<file path="src/rtl/timekeeper_defines.svh">
/*
 * Offsets, field positions, reset values and timing counts of the always-on timekeeper.
 * Assumes a 10 MHz system clock and 32.768 kHz oscillator levels sampled on it.
 */
// Functional notes
// - Time counter advances from 32.768 kHz clock
// - Source selectable: crystal or free-running oscillator
// - Switch to crystal only after it validates
// - Crystal disabled falls back to free-running oscillator
// - Free-running oscillator on after reset, disableable
// - Crystal off after reset until software enables
// - Keeps working in low power, can wake
// - Powered-up: registers accessible, 32k clock supplied
// - Power-down: isolated, keeps counting, keeps state
// - Power-down refuses software register access
// - Counter raises several interrupts and events
// - Periodic rate resets 1 Hz, up to 128
// - Active-low wake output, routable to tamper 0
// - Clock output routable to tamper 1
// - Crystal pins usable as general-purpose I/O
`ifndef TIMEKEEPER_DEFINES_SVH
`define TIMEKEEPER_DEFINES_SVH

// Byte offsets on the register bus
`define OFS_CTRL     5'h00
`define OFS_RATE     5'h04
`define OFS_SECONDS  5'h08
`define OFS_ALARM    5'h0C
`define OFS_STATUS   5'h10
`define OFS_MASK     5'h14
`define OFS_STATE    5'h18
`define OFS_GPIO     5'h1C

// Reset values
`define CTRL_RST     11'h005
`define RATE_RST     3'h0
`define GPIO_RST     4'h0

// Field widths and positions
`define CTRL_W       11
`define EVT_W        5
`define EVT_PERIODIC 0
`define EVT_ALARM    1
`define EVT_TAMPER0  2
`define PRE_W        15
`define PRE_MSB      4'hE

// Timing
`define SYS_HZ       10000000
`define OSC_HZ       32768
`define OSC_TOL_PCT  25
`define OSC_GOOD_EDGES 1024
`define GAP_MIN ((`SYS_HZ * (100 - `OSC_TOL_PCT) + `OSC_HZ * 100 - 1) / (`OSC_HZ * 100))
`define GAP_MAX ((`SYS_HZ * (100 + `OSC_TOL_PCT)) / (`OSC_HZ * 100))

`endif

</file>
<file path="src/rtl/timekeeper_pkg.sv">
/*
 * Types shared by the timekeeper top and its crystal checker.
 * Assumes the defines header for all numeric constants.
 */
package timekeeper_pkg;

    // Software control word
    typedef struct packed {
        logic gpio_out_mode;  // osc32_out pin is a GPIO
        logic gpio_in_mode;   // osc32_in pin is a GPIO
        logic clkout_to_t1;   // Clock output onto tamper pin 1
        logic wake_to_t0;     // Wake output onto tamper pin 0
        logic wake_en;        // Wake output follows interrupt
        logic clkout_sel;     // 1: raw 32k clock, 0: prescaler wave
        logic clkout_en;      // Clock output enable
        logic sysclk_en;      // 32k clock to the rest of the chip
        logic count_en;       // Time counter enable
        logic osc_en;         // Crystal oscillator enable
        logic fro_en;         // Free-running oscillator enable
    } ctrl_t;

    // Event vector, same layout in status and mask
    typedef struct packed {
        logic tamper2;
        logic tamper1;
        logic tamper0;
        logic alarm;
        logic periodic;
    } evt_t;

    // Timekeeping source selection
    typedef enum logic [1:0] {
        SRC_FRO   = 2'b00,
        SRC_CHECK = 2'b01,
        SRC_XTAL  = 2'b10
    } src_state_t;

endpackage : timekeeper_pkg

</file>
<file path="src/rtl/always_on_timekeeper.sv">
/*
 * Always-on timekeeper: 32.768 kHz source selection with crystal check,
 * prescaler and seconds counter, periodic and alarm events, wake and clock
 * outputs, crystal pins as GPIO, Avalon-MM register slave.
 * Assumes oscillator levels and pins are synchronous to CLK_SYS and that
 * PWR_DOWN comes from the power controller.
 */
`timescale 1ns/1ps
`default_nettype none
`include "timekeeper_defines.svh"

module always_on_timekeeper
    import timekeeper_pkg::*;
#(
    parameter int GOOD_EDGES = `OSC_GOOD_EDGES
) (
    // Clock, reset, enable
    input  wire logic        CLK_SYS,
    input  wire logic        SYS_RST,
    input  wire logic        CE,
    // Power mode
    input  wire logic        PWR_DOWN,
    // Avalon-MM slave
    input  wire logic [4:0]  ADDRESS,
    input  wire logic        READ,
    input  wire logic        WRITE,
    input  wire logic [31:0] WRITEDATA,
    input  wire logic [3:0]  BYTEENABLE,
    output logic [31:0]      READDATA,
    output logic             WAITREQUEST,
    output logic             IRQ,
    // Oscillators
    input  wire logic        FREE_RUNNING_OSC,
    output logic             FRO_ENABLE,
    output logic             CRYSTAL_ENABLE,
    output logic             SYS_CLK32K,
    // Crystal pins
    input  wire logic        OSC32_IN_I,
    output logic             OSC32_IN_O,
    output logic             OSC32_IN_OE,
    input  wire logic        OSC32_OUT_I,
    output logic             OSC32_OUT_O,
    output logic             OSC32_OUT_OE,
    // Tamper pins and outputs
    input  wire logic        TAMPER_IN_0_I,
    output logic             TAMPER_IN_0_O,
    output logic             TAMPER_IN_0_OE,
    input  wire logic        TAMPER_IN_1_I,
    output logic             TAMPER_IN_1_O,
    output logic             TAMPER_IN_1_OE,
    input  wire logic        TAMPER_IN_2,
    output logic             WAKE_N,
    output logic             TIMEKEEPER_CLOCK_OUT
);

    // Byte-enable merge of a write into a register
    function automatic logic [31:0] merge(input logic [31:0] old, input logic [31:0] wd,
                                          input logic [3:0] be);
        logic [31:0] m;
        m = {{8{be[3]}}, {8{be[2]}}, {8{be[1]}}, {8{be[0]}}};
        return (old & ~m) | (wd & m);
    endfunction : merge

    // Prescaler bits below the periodic rate boundary
    function automatic logic [`PRE_W-1:0] rate_mask(input logic [2:0] r);
        return 15'h7FFF >> r;
    endfunction : rate_mask

    ctrl_t             ctrl;          // Control register
    logic [2:0]        rate;          // Periodic rate, 2^rate Hz
    logic [31:0]       seconds;       // Time counter
    logic [31:0]       alarm;         // Alarm compare value
    evt_t              status;        // Sticky events
    evt_t              mask;          // Interrupt mask
    logic [3:0]        gpio;          // {oe_out, oe_in, val_out, val_in}
    src_state_t        src;           // Current source state
    logic [`PRE_W-1:0] prescaler;     // 32k tick counter
    logic              fro_prev;      // Previous oscillator levels
    logic              xtal_prev;
    logic [2:0]        tamper_prev;   // Previous tamper levels
    logic              xtal_valid;    // Crystal checker verdict
    logic              xtal_rise;     // Crystal rising edge
    logic              fro_rise;      // Oscillator rising edge
    logic              tick;          // One 32k period elapsed
    logic              wrap;          // Prescaler rolls over
    logic              on_xtal;       // Counting from crystal
    logic              clk32;         // Selected 32k level
    evt_t              evt;           // Events this cycle
    logic              wr_fire;       // Write takes effect
    logic              rd_fire;       // Read completes
    logic [31:0]       rd_mux;        // Read data selection
    logic [31:0]       ctrl_wide;     // Control as a bus word
    logic [31:0]       ctrl_merged;   // Control word after the byte merge
    ctrl_t             next_ctrl;     // Control after a write

    // Bus strobes; nothing lands while isolated
    assign wr_fire = WRITE && !WAITREQUEST && !PWR_DOWN;
    assign rd_fire = READ && !WAITREQUEST && !PWR_DOWN;

    // Edge detection on the synchronous oscillator levels
    assign xtal_rise = OSC32_IN_I && !xtal_prev;
    assign fro_rise  = FREE_RUNNING_OSC && !fro_prev && ctrl.fro_en;
    assign on_xtal   = (src == SRC_XTAL);
    assign tick      = on_xtal ? xtal_rise : fro_rise;
    assign clk32     = on_xtal ? OSC32_IN_I : (FREE_RUNNING_OSC && ctrl.fro_en);
    assign wrap      = tick && ctrl.count_en && (prescaler == 15'h7FFF);

    // Event sources of the counter and tamper pins
    always_comb begin
        evt          = '0;
        evt.periodic = tick && ctrl.count_en &&
                       ((prescaler & rate_mask(rate)) == rate_mask(rate));
        evt.alarm    = wrap && ((seconds + 32'h0000_0001) == alarm);
        // Pin enables lag the control bit one cycle; both mask our own drive
        evt.tamper0  = TAMPER_IN_0_I && !tamper_prev[0] && !ctrl.wake_to_t0 && !TAMPER_IN_0_OE;
        evt.tamper1  = TAMPER_IN_1_I && !tamper_prev[1] && !ctrl.clkout_to_t1 && !TAMPER_IN_1_OE;
        evt.tamper2  = TAMPER_IN_2 && !tamper_prev[2];
    end

    // Write path of the control word
    assign ctrl_wide = {{(32 - `CTRL_W){1'b0}}, ctrl};
    assign ctrl_merged = merge(ctrl_wide, WRITEDATA, BYTEENABLE);
    assign next_ctrl   = ctrl_t'(ctrl_merged[`CTRL_W-1:0]);

    // Crystal stability checker, idle while the pin is a GPIO
    crystal_checker #(
        .GOOD_EDGES (GOOD_EDGES)
    ) u_check (
        .clk       (CLK_SYS),
        .rst       (SYS_RST),
        .ce        (CE),
        .enable    (ctrl.osc_en && !ctrl.gpio_in_mode),
        .edge_seen (xtal_rise),
        .valid     (xtal_valid)
    );

    // Level history for edge detection
    always_ff @(posedge CLK_SYS) begin
        if (SYS_RST) begin
            fro_prev    <= 1'b0;
            xtal_prev   <= 1'b0;
            tamper_prev <= 3'h0;
        end else if (CE) begin
            fro_prev    <= FREE_RUNNING_OSC;
            xtal_prev   <= OSC32_IN_I;
            tamper_prev <= {TAMPER_IN_2, TAMPER_IN_1_I, TAMPER_IN_0_I};
        end
    end

    // Control register: oscillator on, crystal off, counting on
    always_ff @(posedge CLK_SYS) begin
        if (SYS_RST) begin
            ctrl <= ctrl_t'(`CTRL_RST);
        end else if (CE && wr_fire && ADDRESS == `OFS_CTRL) begin
            ctrl <= next_ctrl;
        end
    end

    // Periodic rate, 1 Hz after reset
    always_ff @(posedge CLK_SYS) begin
        if (SYS_RST) begin
            rate <= `RATE_RST;
        end else if (CE && wr_fire && ADDRESS == `OFS_RATE && BYTEENABLE[0]) begin
            rate <= WRITEDATA[2:0];
        end
    end

    // Alarm and mask registers
    always_ff @(posedge CLK_SYS) begin
        if (SYS_RST) begin
            alarm <= 32'h0000_0000;
            mask  <= '0;
        end else if (CE && wr_fire) begin
            if (ADDRESS == `OFS_ALARM) begin
                alarm <= merge(alarm, WRITEDATA, BYTEENABLE);
            end
            if (ADDRESS == `OFS_MASK && BYTEENABLE[0]) begin
                mask <= evt_t'(WRITEDATA[`EVT_W-1:0]);
            end
        end
    end

    // Source switch: crystal only once checked, back on disable
    always_ff @(posedge CLK_SYS) begin
        if (SYS_RST) begin
            src <= SRC_FRO;
        end else if (CE) begin
            unique case (src)
                SRC_FRO: begin
                    if (ctrl.osc_en && !ctrl.gpio_in_mode) begin
                        src <= SRC_CHECK;
                    end
                end
                SRC_CHECK: begin
                    if (!ctrl.osc_en || ctrl.gpio_in_mode) begin
                        src <= SRC_FRO;
                    end else if (xtal_valid && xtal_rise) begin
                        src <= SRC_XTAL;
                    end
                end
                SRC_XTAL: begin
                    // A failing crystal also drops back to keep time
                    if (!ctrl.osc_en || ctrl.gpio_in_mode || !xtal_valid) begin
                        src <= SRC_FRO;
                    end
                end
                default: begin
                    src <= SRC_FRO;
                end
            endcase
        end
    end

    // Prescaler and seconds; runs regardless of power-down
    always_ff @(posedge CLK_SYS) begin
        if (SYS_RST) begin
            prescaler <= 15'h0000;
            seconds   <= 32'h0000_0000;
        end else if (CE) begin
            if (tick && ctrl.count_en) begin
                prescaler <= prescaler + 15'h0001;
            end
            if (wr_fire && ADDRESS == `OFS_SECONDS) begin
                seconds <= merge(seconds, WRITEDATA, BYTEENABLE);
            end else if (wrap) begin
                seconds <= seconds + 32'h0000_0001;
            end
        end
    end

    // Sticky status; a new event beats the read clear
    always_ff @(posedge CLK_SYS) begin
        if (SYS_RST) begin
            status <= '0;
        end else if (CE) begin
            if (rd_fire && ADDRESS == `OFS_STATUS) begin
                // Only bits the reader saw are cleared
                status <= (status & ~evt_t'(READDATA[`EVT_W-1:0])) | evt;
            end else begin
                status <= status | evt;
            end
        end
    end

    // GPIO use of the crystal pins
    always_ff @(posedge CLK_SYS) begin
        if (SYS_RST) begin
            gpio <= `GPIO_RST;
        end else if (CE && wr_fire && ADDRESS == `OFS_GPIO && BYTEENABLE[0]) begin
            gpio <= WRITEDATA[3:0];
        end
    end

    // Read multiplexer
    always_comb begin
        rd_mux = 32'h0000_0000;
        unique case (ADDRESS)
            `OFS_CTRL:    rd_mux = ctrl_wide;
            `OFS_RATE:    rd_mux = {29'h0000_0000, rate};
            `OFS_SECONDS: rd_mux = seconds;
            `OFS_ALARM:   rd_mux = alarm;
            `OFS_STATUS:  rd_mux = {27'h000_0000, status};
            `OFS_MASK:    rd_mux = {27'h000_0000, mask};
            `OFS_STATE:   rd_mux = {26'h000_0000, OSC32_OUT_I, OSC32_IN_I,
                                    PWR_DOWN, xtal_valid, src};
            `OFS_GPIO:    rd_mux = {28'h000_0000, gpio};
            default:      rd_mux = 32'h0000_0000;                              // Unmapped reads zero
        endcase
    end

    // Avalon handshake: one wait state, then the answer
    always_ff @(posedge CLK_SYS) begin
        if (SYS_RST) begin
            WAITREQUEST <= 1'b1;
            READDATA    <= 32'h0000_0000;
        end else if (CE) begin
            if ((READ || WRITE) && WAITREQUEST) begin
                WAITREQUEST <= 1'b0;
                // Isolated block answers with zero and ignores writes
                READDATA    <= (READ && !PWR_DOWN) ? rd_mux : 32'h0000_0000;
            end else begin
                WAITREQUEST <= 1'b1;
            end
        end
    end

    // Interrupt and wake; both work while powered down
    always_ff @(posedge CLK_SYS) begin
        if (SYS_RST) begin
            IRQ    <= 1'b0;
            WAKE_N <= 1'b1;
        end else if (CE) begin
            IRQ    <= |(status & mask);
            WAKE_N <= !(ctrl.wake_en && |(status & mask));
        end
    end

    // Clock outputs; chip-wide 32k is cut when isolated
    always_ff @(posedge CLK_SYS) begin
        if (SYS_RST) begin
            TIMEKEEPER_CLOCK_OUT <= 1'b0;
            SYS_CLK32K           <= 1'b0;
        end else if (CE) begin
            TIMEKEEPER_CLOCK_OUT <= ctrl.clkout_en &&
                (ctrl.clkout_sel ? clk32 : prescaler[`PRE_MSB - {1'b0, rate}]);
            SYS_CLK32K           <= ctrl.sysclk_en && !PWR_DOWN && clk32;
        end
    end

    // Oscillator enables and pin drivers
    always_ff @(posedge CLK_SYS) begin
        if (SYS_RST) begin
            FRO_ENABLE     <= 1'b1;
            CRYSTAL_ENABLE <= 1'b0;
            OSC32_IN_O     <= 1'b0;
            OSC32_IN_OE    <= 1'b0;
            OSC32_OUT_O    <= 1'b0;
            OSC32_OUT_OE   <= 1'b0;
            TAMPER_IN_0_O  <= 1'b1;
            TAMPER_IN_0_OE <= 1'b0;
            TAMPER_IN_1_O  <= 1'b0;
            TAMPER_IN_1_OE <= 1'b0;
        end else if (CE) begin
            FRO_ENABLE     <= ctrl.fro_en;
            CRYSTAL_ENABLE <= ctrl.osc_en && !ctrl.gpio_in_mode;
            OSC32_IN_O     <= gpio[0];
            OSC32_IN_OE    <= ctrl.gpio_in_mode && gpio[2];
            OSC32_OUT_O    <= gpio[1];
            OSC32_OUT_OE   <= ctrl.gpio_out_mode && gpio[3];
            TAMPER_IN_0_O  <= !(ctrl.wake_en && |(status & mask));
            TAMPER_IN_0_OE <= ctrl.wake_to_t0;
            TAMPER_IN_1_O  <= ctrl.clkout_en &&
                (ctrl.clkout_sel ? clk32 : prescaler[`PRE_MSB - {1'b0, rate}]);
            TAMPER_IN_1_OE <= ctrl.clkout_to_t1;
        end
    end

endmodule : always_on_timekeeper
`default_nettype wire

</file>
<file path="src/rtl/crystal_checker.sv">
/*
 * Crystal stability checker: declares the crystal valid after a run of edges
 * whose spacing lies inside the tolerance window.
 * Assumes a one-cycle rising-edge pulse of the crystal level on the system clock.
 */
`timescale 1ns/1ps
`default_nettype none
`include "timekeeper_defines.svh"

module crystal_checker
    import timekeeper_pkg::*;
#(
    parameter int GOOD_EDGES = `OSC_GOOD_EDGES
) (
    input  wire logic clk,
    input  wire logic rst,
    input  wire logic ce,
    input  wire logic enable,
    input  wire logic edge_seen,
    output var  logic valid
);

    localparam logic [9:0]  GAP_MIN_C = 10'(`GAP_MIN);   // Shortest legal half-cycle-free period
    localparam logic [9:0]  GAP_MAX_C = 10'(`GAP_MAX);   // Longest legal period
    localparam logic [15:0] GOOD_C    = 16'(GOOD_EDGES); // Run length to validate

    logic [9:0]  gap;    // Cycles since last edge
    logic [15:0] run;    // Consecutive good periods

    // Spacing counter, saturates so a dead crystal is seen
    always_ff @(posedge clk) begin
        if (rst || !enable) begin
            gap <= 10'h000;
        end else if (ce) begin
            if (edge_seen) begin
                gap <= 10'h000;
            end else if (gap != 10'h3FF) begin
                gap <= gap + 10'h001;
            end
        end
    end

    // Run of good periods; any bad gap or stall restarts it
    always_ff @(posedge clk) begin
        if (rst || !enable) begin
            run   <= 16'h0000;
            valid <= 1'b0;
        end else if (ce) begin
            if ((edge_seen && (gap < GAP_MIN_C)) || (gap > GAP_MAX_C)) begin
                run   <= 16'h0000;       // Glitch or lost clock
                valid <= 1'b0;
            end else if (edge_seen) begin
                if (run >= GOOD_C) begin
                    valid <= 1'b1;
                end else begin
                    run <= run + 16'h0001;
                end
            end
        end
    end

endmodule : crystal_checker
`default_nettype wire

</file>
<file path="config.mk">
export PLATFORM = sky130hd
export DESIGN_NAME = always_on_timekeeper
export DESIGN_NICKNAME = d
export VERILOG_FILES = /design/src/rtl/timekeeper_pkg.sv /design/src/rtl/always_on_timekeeper.sv /design/src/rtl/crystal_checker.sv
export VERILOG_INCLUDE_DIRS = /design/src /design/src/rtl
export SDC_FILE = /design/constraint.sdc
export NUM_CORES = 1
export LEC_CHECK = 0
export ABC_AREA = 1
export BUFFER_PORTS_ARGS = -buffer_cell sky130_fd_sc_hd__buf_2
export CAP_MARGIN = 20
export CELL_PAD_IN_SITES_DETAIL_PLACEMENT = 0
export CELL_PAD_IN_SITES_GLOBAL_PLACEMENT = 1
export CORE_MARGIN = 4
export CORE_UTILIZATION = 38
export CTS_BUF_LIST = sky130_fd_sc_hd__clkbuf_8 sky130_fd_sc_hd__clkbuf_16
export DETAILED_ROUTE_END_ITERATION = 10
export GPL_TIMING_DRIVEN = 0
export PLACE_DENSITY_LB_ADDON = 0.1
export SLEW_MARGIN = 25
export SYNTH_ARGS = -nofsm -noshare
export SYNTH_HDL_FRONTEND = slang
export SYNTH_SLANG_ARGS = --single-unit
</file>
<file path="constraint.sdc">
create_clock -name CLK_SYS -period 2.1 [get_ports CLK_SYS]
set_clock_uncertainty 0.2 [all_clocks]
set_input_delay 0.42 -clock CLK_SYS [delete_from_list [all_inputs] [get_ports CLK_SYS]]
set_output_delay 0.42 -clock CLK_SYS [all_outputs]
set_load 0.01 [all_outputs]
</file>
# Word-level counts from Yosys, hierarchy flattened
# Index checks and enable logic that the tools add are counted.
# classes
add_sub_neg	5
n_lt_le_gt_ge	4
eq_ne	17
n_shift	1
muxes	24
n_bitwise	14
reduce_logical	76
# op_table
cell	count
32-bit case mux with 8 select lines	1
32-bit AND	3
32-bit two-way mux	3
32-bit OR	2
16-bit two-way mux	3
1-bit logical AND	39
32-bit by 1-bit adder with 32-bit output (second input constant)	1
32-bit equality test	1
32-bit inverter	1
5-bit equality test (second input constant)	4
10-bit two-way mux	2
16-bit by 1-bit adder with 16-bit output (second input constant)	1
16-bit by 11-bit greater-or-equal comparator with 1-bit output (second input constant)	1
1-bit zero test	16
15-bit by 1-bit adder with 15-bit output (second input constant)	1
15-bit AND	1
15-bit equality test	1
15-bit equality test (second input constant)	1
15-bit by 3-bit right shift with 15-bit output (first input constant)	1
2-bit AND reduction	6
11-bit AND	1
11-bit OR	1
10-bit by 1-bit adder with 10-bit output (second input constant)	1
5-bit AND	2
other kinds (25)	47
# totals
reg_bits	186
input_bits	53
out_inout_bits	47
wordCells	188

# Longest topological paths before layout
# Gate-level depths: netlist of run 1.
# logic_depth
ltp_word	9
ltp_mapped	15
ltp_nobuf	15

# Modules after synthesis
# From an unflattened synthesis of run 1, not the netlist that was laid out.
# unflattened
hier_cells	1553
area_unflattened_um2	10306.1
# by_module_without_submodules
module	instances	cells_per_inst	area_per_inst_um2
always_on_timekeeper	1	1341	8768.4
crystal_checker	1	212	1537.7

# Worst setup path after synthesis of run 1
# Ideal clock, no wire load.
# synth_path
kind	register -> register
startpoint	reg rate[0]
endpoint	reg TAMPER_IN_1_O
setup_ps	70
arrival_time_ps	1859
required_ps	1830
path_slack_ps	-29
path_stages_with_launch	12
period_less_slack_ps	2129
path_cell_list	dfxtp_1 clkbuf_1 clkinv_1 ha_1 o21ai_0 a21oi_1 a31oi_1 a21oi_1 nand2_1 nand3_1 nand4_1 a21oi_1
# synth_between
elab_chain_len	5
# synth_rtl
element	line	rtl
from (decl)	always_on_timekeeper.sv:70	logic [2:0] rate;
from (signal assigned)	always_on_timekeeper.sv:162	rate <= `RATE_RST;
from (signal assigned)	always_on_timekeeper.sv:164	rate <= WRITEDATA[2:0];
4-bit by 3-bit subtractor with 4-bit output (no source line)	--	
1-bit binary-select mux with 4-bit select	always_on_timekeeper.sv:333	(ctrl.clkout_sel ? clk32 : prescaler[`PRE_MSB - {1'b0, rate}]);
1-bit two-way mux (2 in a row)	always_on_timekeeper.sv:333	
1-bit logical AND	always_on_timekeeper.sv:332	TAMPER_IN_1_O <= ctrl.clkout_en &&
to (signal assigned)	always_on_timekeeper.sv:332	
to (decl)	always_on_timekeeper.sv:49	output logic TAMPER_IN_1_O,
# No other way between the ends. The select of a mux whose other input is x is not followed.
# A chain may end at the register's enable or synchronous reset.

==> results.toml, run 1 <==
[critical_path]
cp_max_fo = 8
path_class = "flip-flop to flip-flop"
cp-end-kind = "flip-flop"
cpPeakStageDelay_ns = 0.38
cp.arrival_ns = 2.60
crit_chain = "inv_1, nor2_4, nand2_2, nor2_4, buf_4, nand3_1, nand3_1, nand2_1, nor2_1, nand2_1, nor2_1, nand3_2, a21oi_2"
path_buf_inv = 2
critPathLaunchType = "flip-flop"
cp_top_family = "simple AND/OR/NAND/NOR gates"
crit_slowest_cell = "dfxtp_4"
required_ns = 2.27

[run]
drv_cap = 0

[sta]
slew_violations = 0
slew_headroom = 0.367
grt_setup_unrepaired = "true"
fin_ws_ns = -0.324
hold_violations = 0
post-route-min-period_ns = 2.42
worstMarginPinSlew_ns = 0.949
clock.fmax_mhz = 412
finalSetupViolCount = 10
finalCritPeriodShare = 1.15

[synthesis]
synthSimpleGateAreaFrac = 0.288
synthMuxAreaShare = 0
yosysTopAreaCell = "dfxtp_1"
syn_area_per_cell_sq_um = 6.52
synth_fa_ha_area_frac = 0.0138
synth_enable_flop_cells = 0
syn-cell-area_sq_mm = 0.0100
synth.area.top_cells = "dfxtp_1, nand2_1, a21oi_1, inv_1, o21ai_0"
synth_top_area_share = 0.372
seq_area_frac_synth = 0.372
ys_ff_latch = 186
ys_async_sr_fraction = 0
synth_compound_area_frac = 0.221
synth_top_family_by_area = "simple AND/OR/NAND/NOR gates"
synth_fp_nets = 1599
yosysWarningCount = 0
synth_flop_cell = "dfxtp_1"
synthDistinctLibCells = 50
synth_xor_area_frac = 0.0106
netlist_instances = 1535

[clock_tree]
cts_tree = "done"
cts_inserted_buffers = 17
clk_pin_slew_ns = 0.08
clk_latency_ns = 0.45
clock_sinks = 186
cts_htree_levels = 4
clock_path_buffers = 2
root_buffer = "clkbuf_16"

[power]
power.density_mw_per_mm2 = 575
seqPwrFrac = 0.481
power_frac_comb = 0.069
finalPower_mw = 7.43
internal-power_mw = 5.33
clock_power_share = 0.450
leakage_nw = 5.04
irDropWorstVdd_mv = 0.506
p_switching_mw = 2.10
switching_share = 0.283

[finish]
nNetsFinal = 1785
mostFrequentLayoutCell = "nand2_1"
finish.instance_area_sq_mm = 0.0129
layout-area-overhead-vs-synth_pct = 29.3
fin_util = 0.498
final_cell_mix = "nand2_1, inv_1, a21oi_1, dfxtp_1, o21ai_0"
drive_gt1_frac = 0.243
antenna_cells = 0

[global_route]
grt_usage = 0.258
grt_overflow = 0
grt_pass1_wl_mm = 57.8
grt_max_degree = 21
antenna_found_initial = 0
grt_pass1_vias = 10081

[routing]
drc_errors = 0
vias_per_cell = 5.39
drt-wirelength-per-cell_microns = 18.7
antenna_left = 0
wl_mm = 38.7
drtIter0Drc = 1024
route.vias.total = 11142
dr.pass1.iters = 6

[placed_design]
dp_slack_ns = -0.985
io_buffers = 97
globalplace.congestion = 0.912
hpwl_mm = 29.0
placed_area_sq_mm = 0.0109

[die]
dieArea_sq_mm = 0.0290
io_pins = 100
die_w_microns = 170
coreArea_sq_mm = 0.0260
num_rows = 59
start_util = 0.385
fp.dieH_microns = 170

[min_path]
worstHoldPathType = "input pin to flip-flop"

[status]
violations = "negative setup slack"
outcome = "complete, but fails checks"
-- Yosys cell counts (all sizes together) (6+ instances only) --
cell type,count
a211oi,9
nor3b,6
clkbuf,36
a21oi,182
inv,190
nor2,142
ha,11
o21ai,134
buf,15
o22ai,43
xor2,6
o211ai,6
nand3,114
or2,6
dfxtp,186
nand2,382
nor3,20
-- routing by layer --
layer,global-route usage,share of wire
met1,0.374,0.47
met2,0.389,0.44
met3,0.0499,0.068
met4,0.0729,0.022
met5,0,0
-- kinds of logic after synthesis --
kind of cell             count (synthesis)
flip-flops                             186
XOR/XNOR                                 9
adder cells (fa/ha/maj)                 11
buffers and inverters                  244
AO/OA/AOI/OAI                          402
AND/OR/NAND/NOR                        683
-- power groups by stage --
| stage | Combinational (mW) | Clock (mW) | Sequential (mW) |
|---|---|---|---|
| finish | 0.515 | 3.35 | 3.57 |
| floorplan | 0.207 | 0 | 3.65 |
| global route | 0.555 | 3.54 | 3.57 |
| detailed placement | 0.415 | 0 | 3.66 |
| global placement | 0.414 | 0 | 3.66 |
| CTS | 0.479 | 3.38 | 3.57 |
-- final timing paths --
kind,startpoint,end,slack [ns],depth (start not counted)
worst min register to register,u_check.run[13],u_check.run[13],0.24,2
worst max register to register,flip-flop,status[1],-0.32,13
worst min-delay path,WRITEDATA[15],flip-flop,0.03,3
worst max-delay path,flip-flop,status[1],-0.32,13
-- what timing repair did --
action                                  CTS  global route
pin swaps                                35            63
gates resized for setup                 149           163
hold buffers                              1             0
cloned                                    3             0
hold endpoints to repair                  1             0
endpoints found under the setup margin  148           107
setup buffers                            38            29
-- area by class of cell --
class	instances	area (sq um)
buffer	51	279
timing repair buffer	166	1050
inverter	193	756
fill	2696	13100
clock inverter	15	171
clock buffer	17	425
sequential	186	3770
multi-input combinational	1105	6050
timing repair inverter	1	7.51
tap	335	419
-- through the flow --
step                      hold slack [ns]  cells  TNS, ns
after CTS                          0.0172   2043    -1.07
final                              0.0262   2069   -0.581
after global placement              0.226   1967  -126.91
after global routing               0.0257   2069    -2.01
after detailed placement            0.228   1969   -84.69
after floorplan                     0.218   1535  -0.0134
-- worst register-to-register path: stages (launching register included) --
cell and delay [ns]:
dfxtp_4 0.38, inv_1 0.13, nor2_4 0.34, nand2_2 0.12, nor2_4 0.17, buf_4 0.14, nand3_1 0.07, nand3_1 0.09
nand2_1 0.06, nor2_1 0.13, nand2_1 0.11, nor2_1 0.14, nand3_2 0.13, a21oi_2 0.15
No activity file was read; power rests on OpenSTA's default activity.
==> run 2, diff against run 1 <==
Settings changed: ABC_AREA 1 to unset, CORE_UTILIZATION 38 to 40.
==> run 2 against run 1 <==
  * The run still ends with negative setup slack left
  * Cell area is 7.6% higher
  * Via count is 3.3% lower
  * Clock power is 4% higher
  * Largest cell class unchanged
  * Flip-flop and latch count stayed put
  * Synthesized area is 0.85% lower
  * Wire length is 3.3% higher
  * Largest power group unchanged
  * Critical path type unchanged
  * Worst setup slack worse by 0.33 ns
  * Register-to-register slack worse by 0.33 ns
  * Global-route usage is 2.7 points higher
==> results.toml, run 2 <==
[finish]
fillers = 2311
mostFrequentLayoutCell = "dfxtp_1"
final_cell_mix = "dfxtp_1, nor2_1, a21oi_1, nand2_1, buf_2"
nNetsFinal = 1541
antenna_cells = 0
layout-area-overhead-vs-synth_pct = 40.3
multi_input_comb_area_sq_mm = 0.00683
regArea_sq_mm = 0.00381
drive_gt1_frac = 0.339

[critical_path]
cpPeakStageDelay_ns = 0.56
cp_max_fo = 5
cp_num_cells = 8
cp-end-kind = "flip-flop"
critPathLaunchType = "flip-flop"
path_class = "flip-flop to flip-flop"
reg2reg_depth = 8
crit_slowest_cell = "or4_4"
cp.arrival_ns = 2.91
cp_top_family = "simple AND/OR/NAND/NOR gates"
path_buf_inv = 1
required_ns = 2.26
crit_chain = "buf_6, nand3_4, or3_4, or4_4, xnor2_2, o21ai_1, nor4_4, a31o_1"

[synthesis]
syn-cell-area_sq_mm = 0.00992
synth_enable_flop_cells = 0
yosysWarningCount = 0
seq_area_frac_synth = 0.375
netlist_instances = 1259
synth.area.top_cells = "dfxtp_1, a21oi_1, nor2_1, xnor2_1, nand3_1"
yosysMostFrequentCell = "dfxtp_1"
yosysTopAreaCell = "dfxtp_1"
synthTopCellsByCount = "dfxtp_1, nor2_1, a21oi_1, nand2_1, nand3_1"
ys_ff_latch = 186
synth_flop_cell = "dfxtp_1"
syn_area_per_cell_sq_um = 7.88
synthDistinctLibCells = 68
synth_fp_nets = 1323
ys_async_sr_fraction = 0
synth_top_area_share = 0.375

[routing]
drt-wirelength-per-cell_microns = 22.1
antenna_left = 0
drc_errors = 0
dr.pass1.iters = 7
vias_per_cell = 5.94
wl_mm = 40.0
route.vias.total = 10779
drtIter0Drc = 969

[power]
irDropWorstVdd_mv = 0.495
power.density_mw_per_mm2 = 539
finalPower_mw = 7.51
leakage_nw = 5.05

[die]
num_rows = 57
coreArea_sq_mm = 0.0244
fp.dieH_microns = 165
die_w_microns = 165
start_util = 0.407
dieArea_sq_mm = 0.0274
io_pins = 100

[sta]
hold_violations = 0
post-route-min-period_ns = 2.76
fin_ws_ns = -0.655
finalCritPeriodShare = 1.31
slew_violations = 0
grt_setup_unrepaired = "true"
fin_setup_tns_ns = -5.21
clock.fmax_mhz = 363
worstMarginPinSlew_ns = 0.877
slew_headroom = 0.415
finalSetupViolCount = 38

[placed_design]
globalplace.congestion = 0.935
hpwl_mm = 27.4
io_buffers = 94

[clock_tree]
cts_htree_levels = 4
root_buffer = "clkbuf_16"
clk_latency_ns = 0.44
clock_sinks = 186
cts_inserted_buffers = 17
cts_tree = "done"
clock_path_buffers = 2
clk_pin_slew_ns = 0.07
hold_buffers = 0

[global_route]
antenna_found_initial = 1
grt_max_degree = 18
grt_overflow = 0
grt_usage = 0.285
grt_pass1_vias = 10072
grt_pass1_wl_mm = 59.8

[min_path]
worstHoldPathType = "input pin to flip-flop"
hold_path_depth = 3

[run]
drv_cap = 0

[status]
violations = "negative setup slack"
outcome = "complete, but fails checks"
==> run 2: report_power, final <==
part	internal (mW)	switching [mW]	total (mW)
Clock	1.91	1.58	3.48
Combinational	0.153	0.338	0.491
Sequential	3.52	0.0152	3.53
==> run 2: final cells by class <==
type | instances | area share
timing repair buffer | 208 | 0.110
tap | 324 | 0.0291
inverter | 44 | 0.0126
clock buffer | 17 | 0.0306
sequential | 186 | 0.274
clock inverter | 15 | 0.0138
multi-input combinational | 941 | 0.490
buffer | 79 | 0.0395
==> run 2: path summary, 6_finish.rpt <==
path,startpoint,to,slack [ns]
max reg2reg,flip-flop,status[1],-0.66
min,TAMPER_IN_0_I,tamper_prev[0],0.03
max,flip-flop,status[1],-0.66
min reg2reg,OSC32_OUT_OE,OSC32_OUT_OE,0.26
==> run 2: through the flow <==
step           instances  worst slack [ns]  hold WS (ns)  cell area [sq um]  utilization
2_1_floorplan       1259            -0.305         0.241              10100            -
3_3_place_gp        1677             -1.05         0.251              11000        0.450
3_5_place_dp        1677             -1.09         0.253              11000        0.450
4_1_cts             1784            -0.727        0.0252              13100        0.538
5_1_grt             1814            -0.667        0.0367              13900        0.571
6_report            1814            -0.655        0.0305              13900        0.571
==> run 2: worst min-delay path: stages <==
cell	delay, ns
buf_2	0.08
mux2i_1	0.06
nor2_1	0.07
==> run 2: cell families (layout without fill, tap and decap cells) <==
kind of cell / Yosys count / after routing / synth area share
AO/OA/AOI/OAI: 308 / 309 / 0.193
XOR/XNOR: 83 / 83 / 0.0761
adder cells (fa/ha/maj): 11 / 11 / 0.0139
buffers and inverters: 133 / 363 / 0.0534
flip-flops: 186 / 186 / 0.375
multiplexers: 23 / 23 / 0.0259
AND/OR/NAND/NOR: 515 / 515 / 0.262
==> run 2: metal layers <==
| layer | global-route usage | share of wire | up-vias |
|---|---|---|---|
| met5 | 0 | 0.00032 | - |
| li1 | - | - | 4959 |
| met2 | 0.457 | 0.47 | 478 |
| met4 | 0.0979 | 0.029 | 2 |
| met3 | 0.0352 | 0.063 | 89 |
| met1 | 0.397 | 0.44 | 5251 |
==> run 2: repair_timing <==
action                                  CTS  global route
pin swaps                                73            67
gates cloned                              3             1
buffers inserted                         76            45
endpoints found under the setup margin  170           149
gates resized for setup                 237           165
==> run 3, diff against run 2 <==
Settings changed: ABC_CLOCK_PERIOD_IN_PS set to 2100, CORE_MARGIN 4 to unset.
==> run 3 against run 2 <==
  * The flow still finishes with violations (negative setup slack)
  * Worst hold slack worse by 0.0018 ns
  * First-iteration DRC count decreased by 9.1%
  * Cell count is essentially flat
==> results.toml, run 3 (synthesis results as in run 2) <==
[status]
outcome = "complete, but fails checks"
violations = "negative setup slack"

[global_route]
antenna_found_initial = 0
grt_pass1_vias = 9844
grt_overflow = 0
grt_usage = 0.297
grt_max_degree = 20
grt_pass1_wl_mm = 58.1

[placed_design]
dp_cells = 1677
globalplace.congestion = 0.930
io_buffers = 94
hpwl_mm = 26.7
placed_area_sq_mm = 0.0110
dp_slack_ns = -1.08

[critical_path]
crit_chain = "buf_6, nand4_1, buf_6, or4_4, or4_4, nand3b_2, o2111ai_2, nor4_4, a31o_1"
critPathLaunchType = "flip-flop"
crit_slowest_cell = "or4_4"
cp-end-kind = "flip-flop"
path_buf_inv = 2
required_ns = 2.29
cp_max_fo = 8
cpPeakStageDelay_ns = 0.47
cp_top_family = "simple AND/OR/NAND/NOR gates"
cp.arrival_ns = 2.94
path_class = "flip-flop to flip-flop"

[sta]
slew_headroom = 0.441
slew_violations = 0
grt_setup_unrepaired = "true"
hold_violations = 0
fin_ws_ns = -0.645
clock.fmax_mhz = 364
finalCritPeriodShare = 1.31
worstMarginPinSlew_ns = 0.839
finalSetupViolCount = 36
post-route-min-period_ns = 2.75

[die]
num_rows = 57
start_util = 0.408
die_w_microns = 159
fp.dieH_microns = 159
coreArea_sq_mm = 0.0243
io_pins = 100
dieArea_sq_mm = 0.0254

[routing]
drt-wirelength-per-cell_microns = 21.3
antenna_left = 0
dr.pass1.iters = 7
wl_mm = 38.6
route.vias.total = 10528
drtIter0Drc = 881
drc_errors = 0
vias_per_cell = 5.81

[clock_tree]
cts_tree = "done"
clock_sinks = 186
cts_htree_levels = 4
hold_buffers = 0
cts_inserted_buffers = 17
root_buffer = "clkbuf_16"
clk_pin_slew_ns = 0.08
clock_path_buffers = 2
clk_latency_ns = 0.45

[power]
leakage_nw = 5.02
power.density_mw_per_mm2 = 531
finalPower_mw = 7.36
switching_share = 0.265
clock_power_share = 0.454
irDropWorstVdd_mv = 0.504
seqPwrFrac = 0.480
p_switching_mw = 1.95
internal-power_mw = 5.41
power_frac_comb = 0.066

[finish]
drive_gt1_frac = 0.344
layout-area-overhead-vs-synth_pct = 39.9
fin_util = 0.571
final_cell_mix = "dfxtp_1, nor2_1, a21oi_1, nand2_1, buf_2"
nNetsFinal = 1540
mostFrequentLayoutCell = "dfxtp_1"
layoutNonFillerInstCount = 1813
fillers = 2263
finish.instance_area_sq_mm = 0.0139
antenna_cells = 0

[run]
drv_cap = 0

[min_path]
worstHoldPathType = "input pin to flip-flop"
run 3: worst reg2reg max path, cell delays in order (launching register included):
cell and delay (ns):
dfxtp_2 0.33, buf_6 0.13, nand4_1 0.12, buf_6 0.16, or4_4 0.43, or4_4 0.47
nand3b_2 0.12, o2111ai_2 0.16, nor4_4 0.37, a31o_1 0.18
run 3: cell type report:
type | instances | area (sq um) | area share
sequential | 186 | 3810 | 0.275
multi-input combinational | 941 | 6880 | 0.495
tap | 324 | 405 | 0.0292
buffer | 81 | 566 | 0.0408
timing repair buffer | 205 | 1460 | 0.105
clock buffer | 19 | 453 | 0.0326
inverter | 44 | 171 | 0.0124
clock inverter | 13 | 130 | 0.00938
run 3: routing by layer:
layer	track usage	up-vias	share of wire
met5	0	-	0
met4	0.102	0	0.025
met3	0.0399	67	0.060
met2	0.477	390	0.47
met1	0.408	5124	0.44
li1	-	4947	-
run 3: final timing paths:
| check | startpoint | end | slack [ns] | cells past startpoint |
|---|---|---|---|---|
| max | flip-flop | status[1] | -0.65 | 9 |
| min reg2reg | OSC32_IN_OE | OSC32_IN_OE | 0.27 | 2 |
| min | WRITEDATA[21] | flip-flop | 0.03 | 3 |
| max reg2reg | flip-flop | status[1] | -0.65 | 9 |
run 3: repair_timing:
action | 4_1_cts | 5_1_grt
gates cloned | 3 | 0
setup endpoints to repair | 176 | 127
gates resized for setup | 208 | 192
hold endpoints to repair | 0 | 0
pin swaps | 46 | 73
setup buffers | 61 | 54
run 3: metrics by stage:
step	setup TNS, ns	hold WS (ns)
2_1_floorplan	-0.529	0.241
3_3_place_gp	-114.07	0.255
3_5_place_dp	-112.72	0.263
4_1_cts	-4.27	0.0245
5_1_grt	-8.80	0.0293
6_report	-4.35	0.0287
run 3: power groups by stage:
stage / Sequential [mW] / Combinational [mW] / Clock, mW
CTS: 3.54 / 0.452 / 3.37
finish: 3.53 / 0.489 / 3.34
floorplan: 3.63 / 0.203 / 0
global placement: 3.64 / 0.405 / 0
global route: 3.53 / 0.519 / 3.50
detailed placement: 3.64 / 0.403 / 0
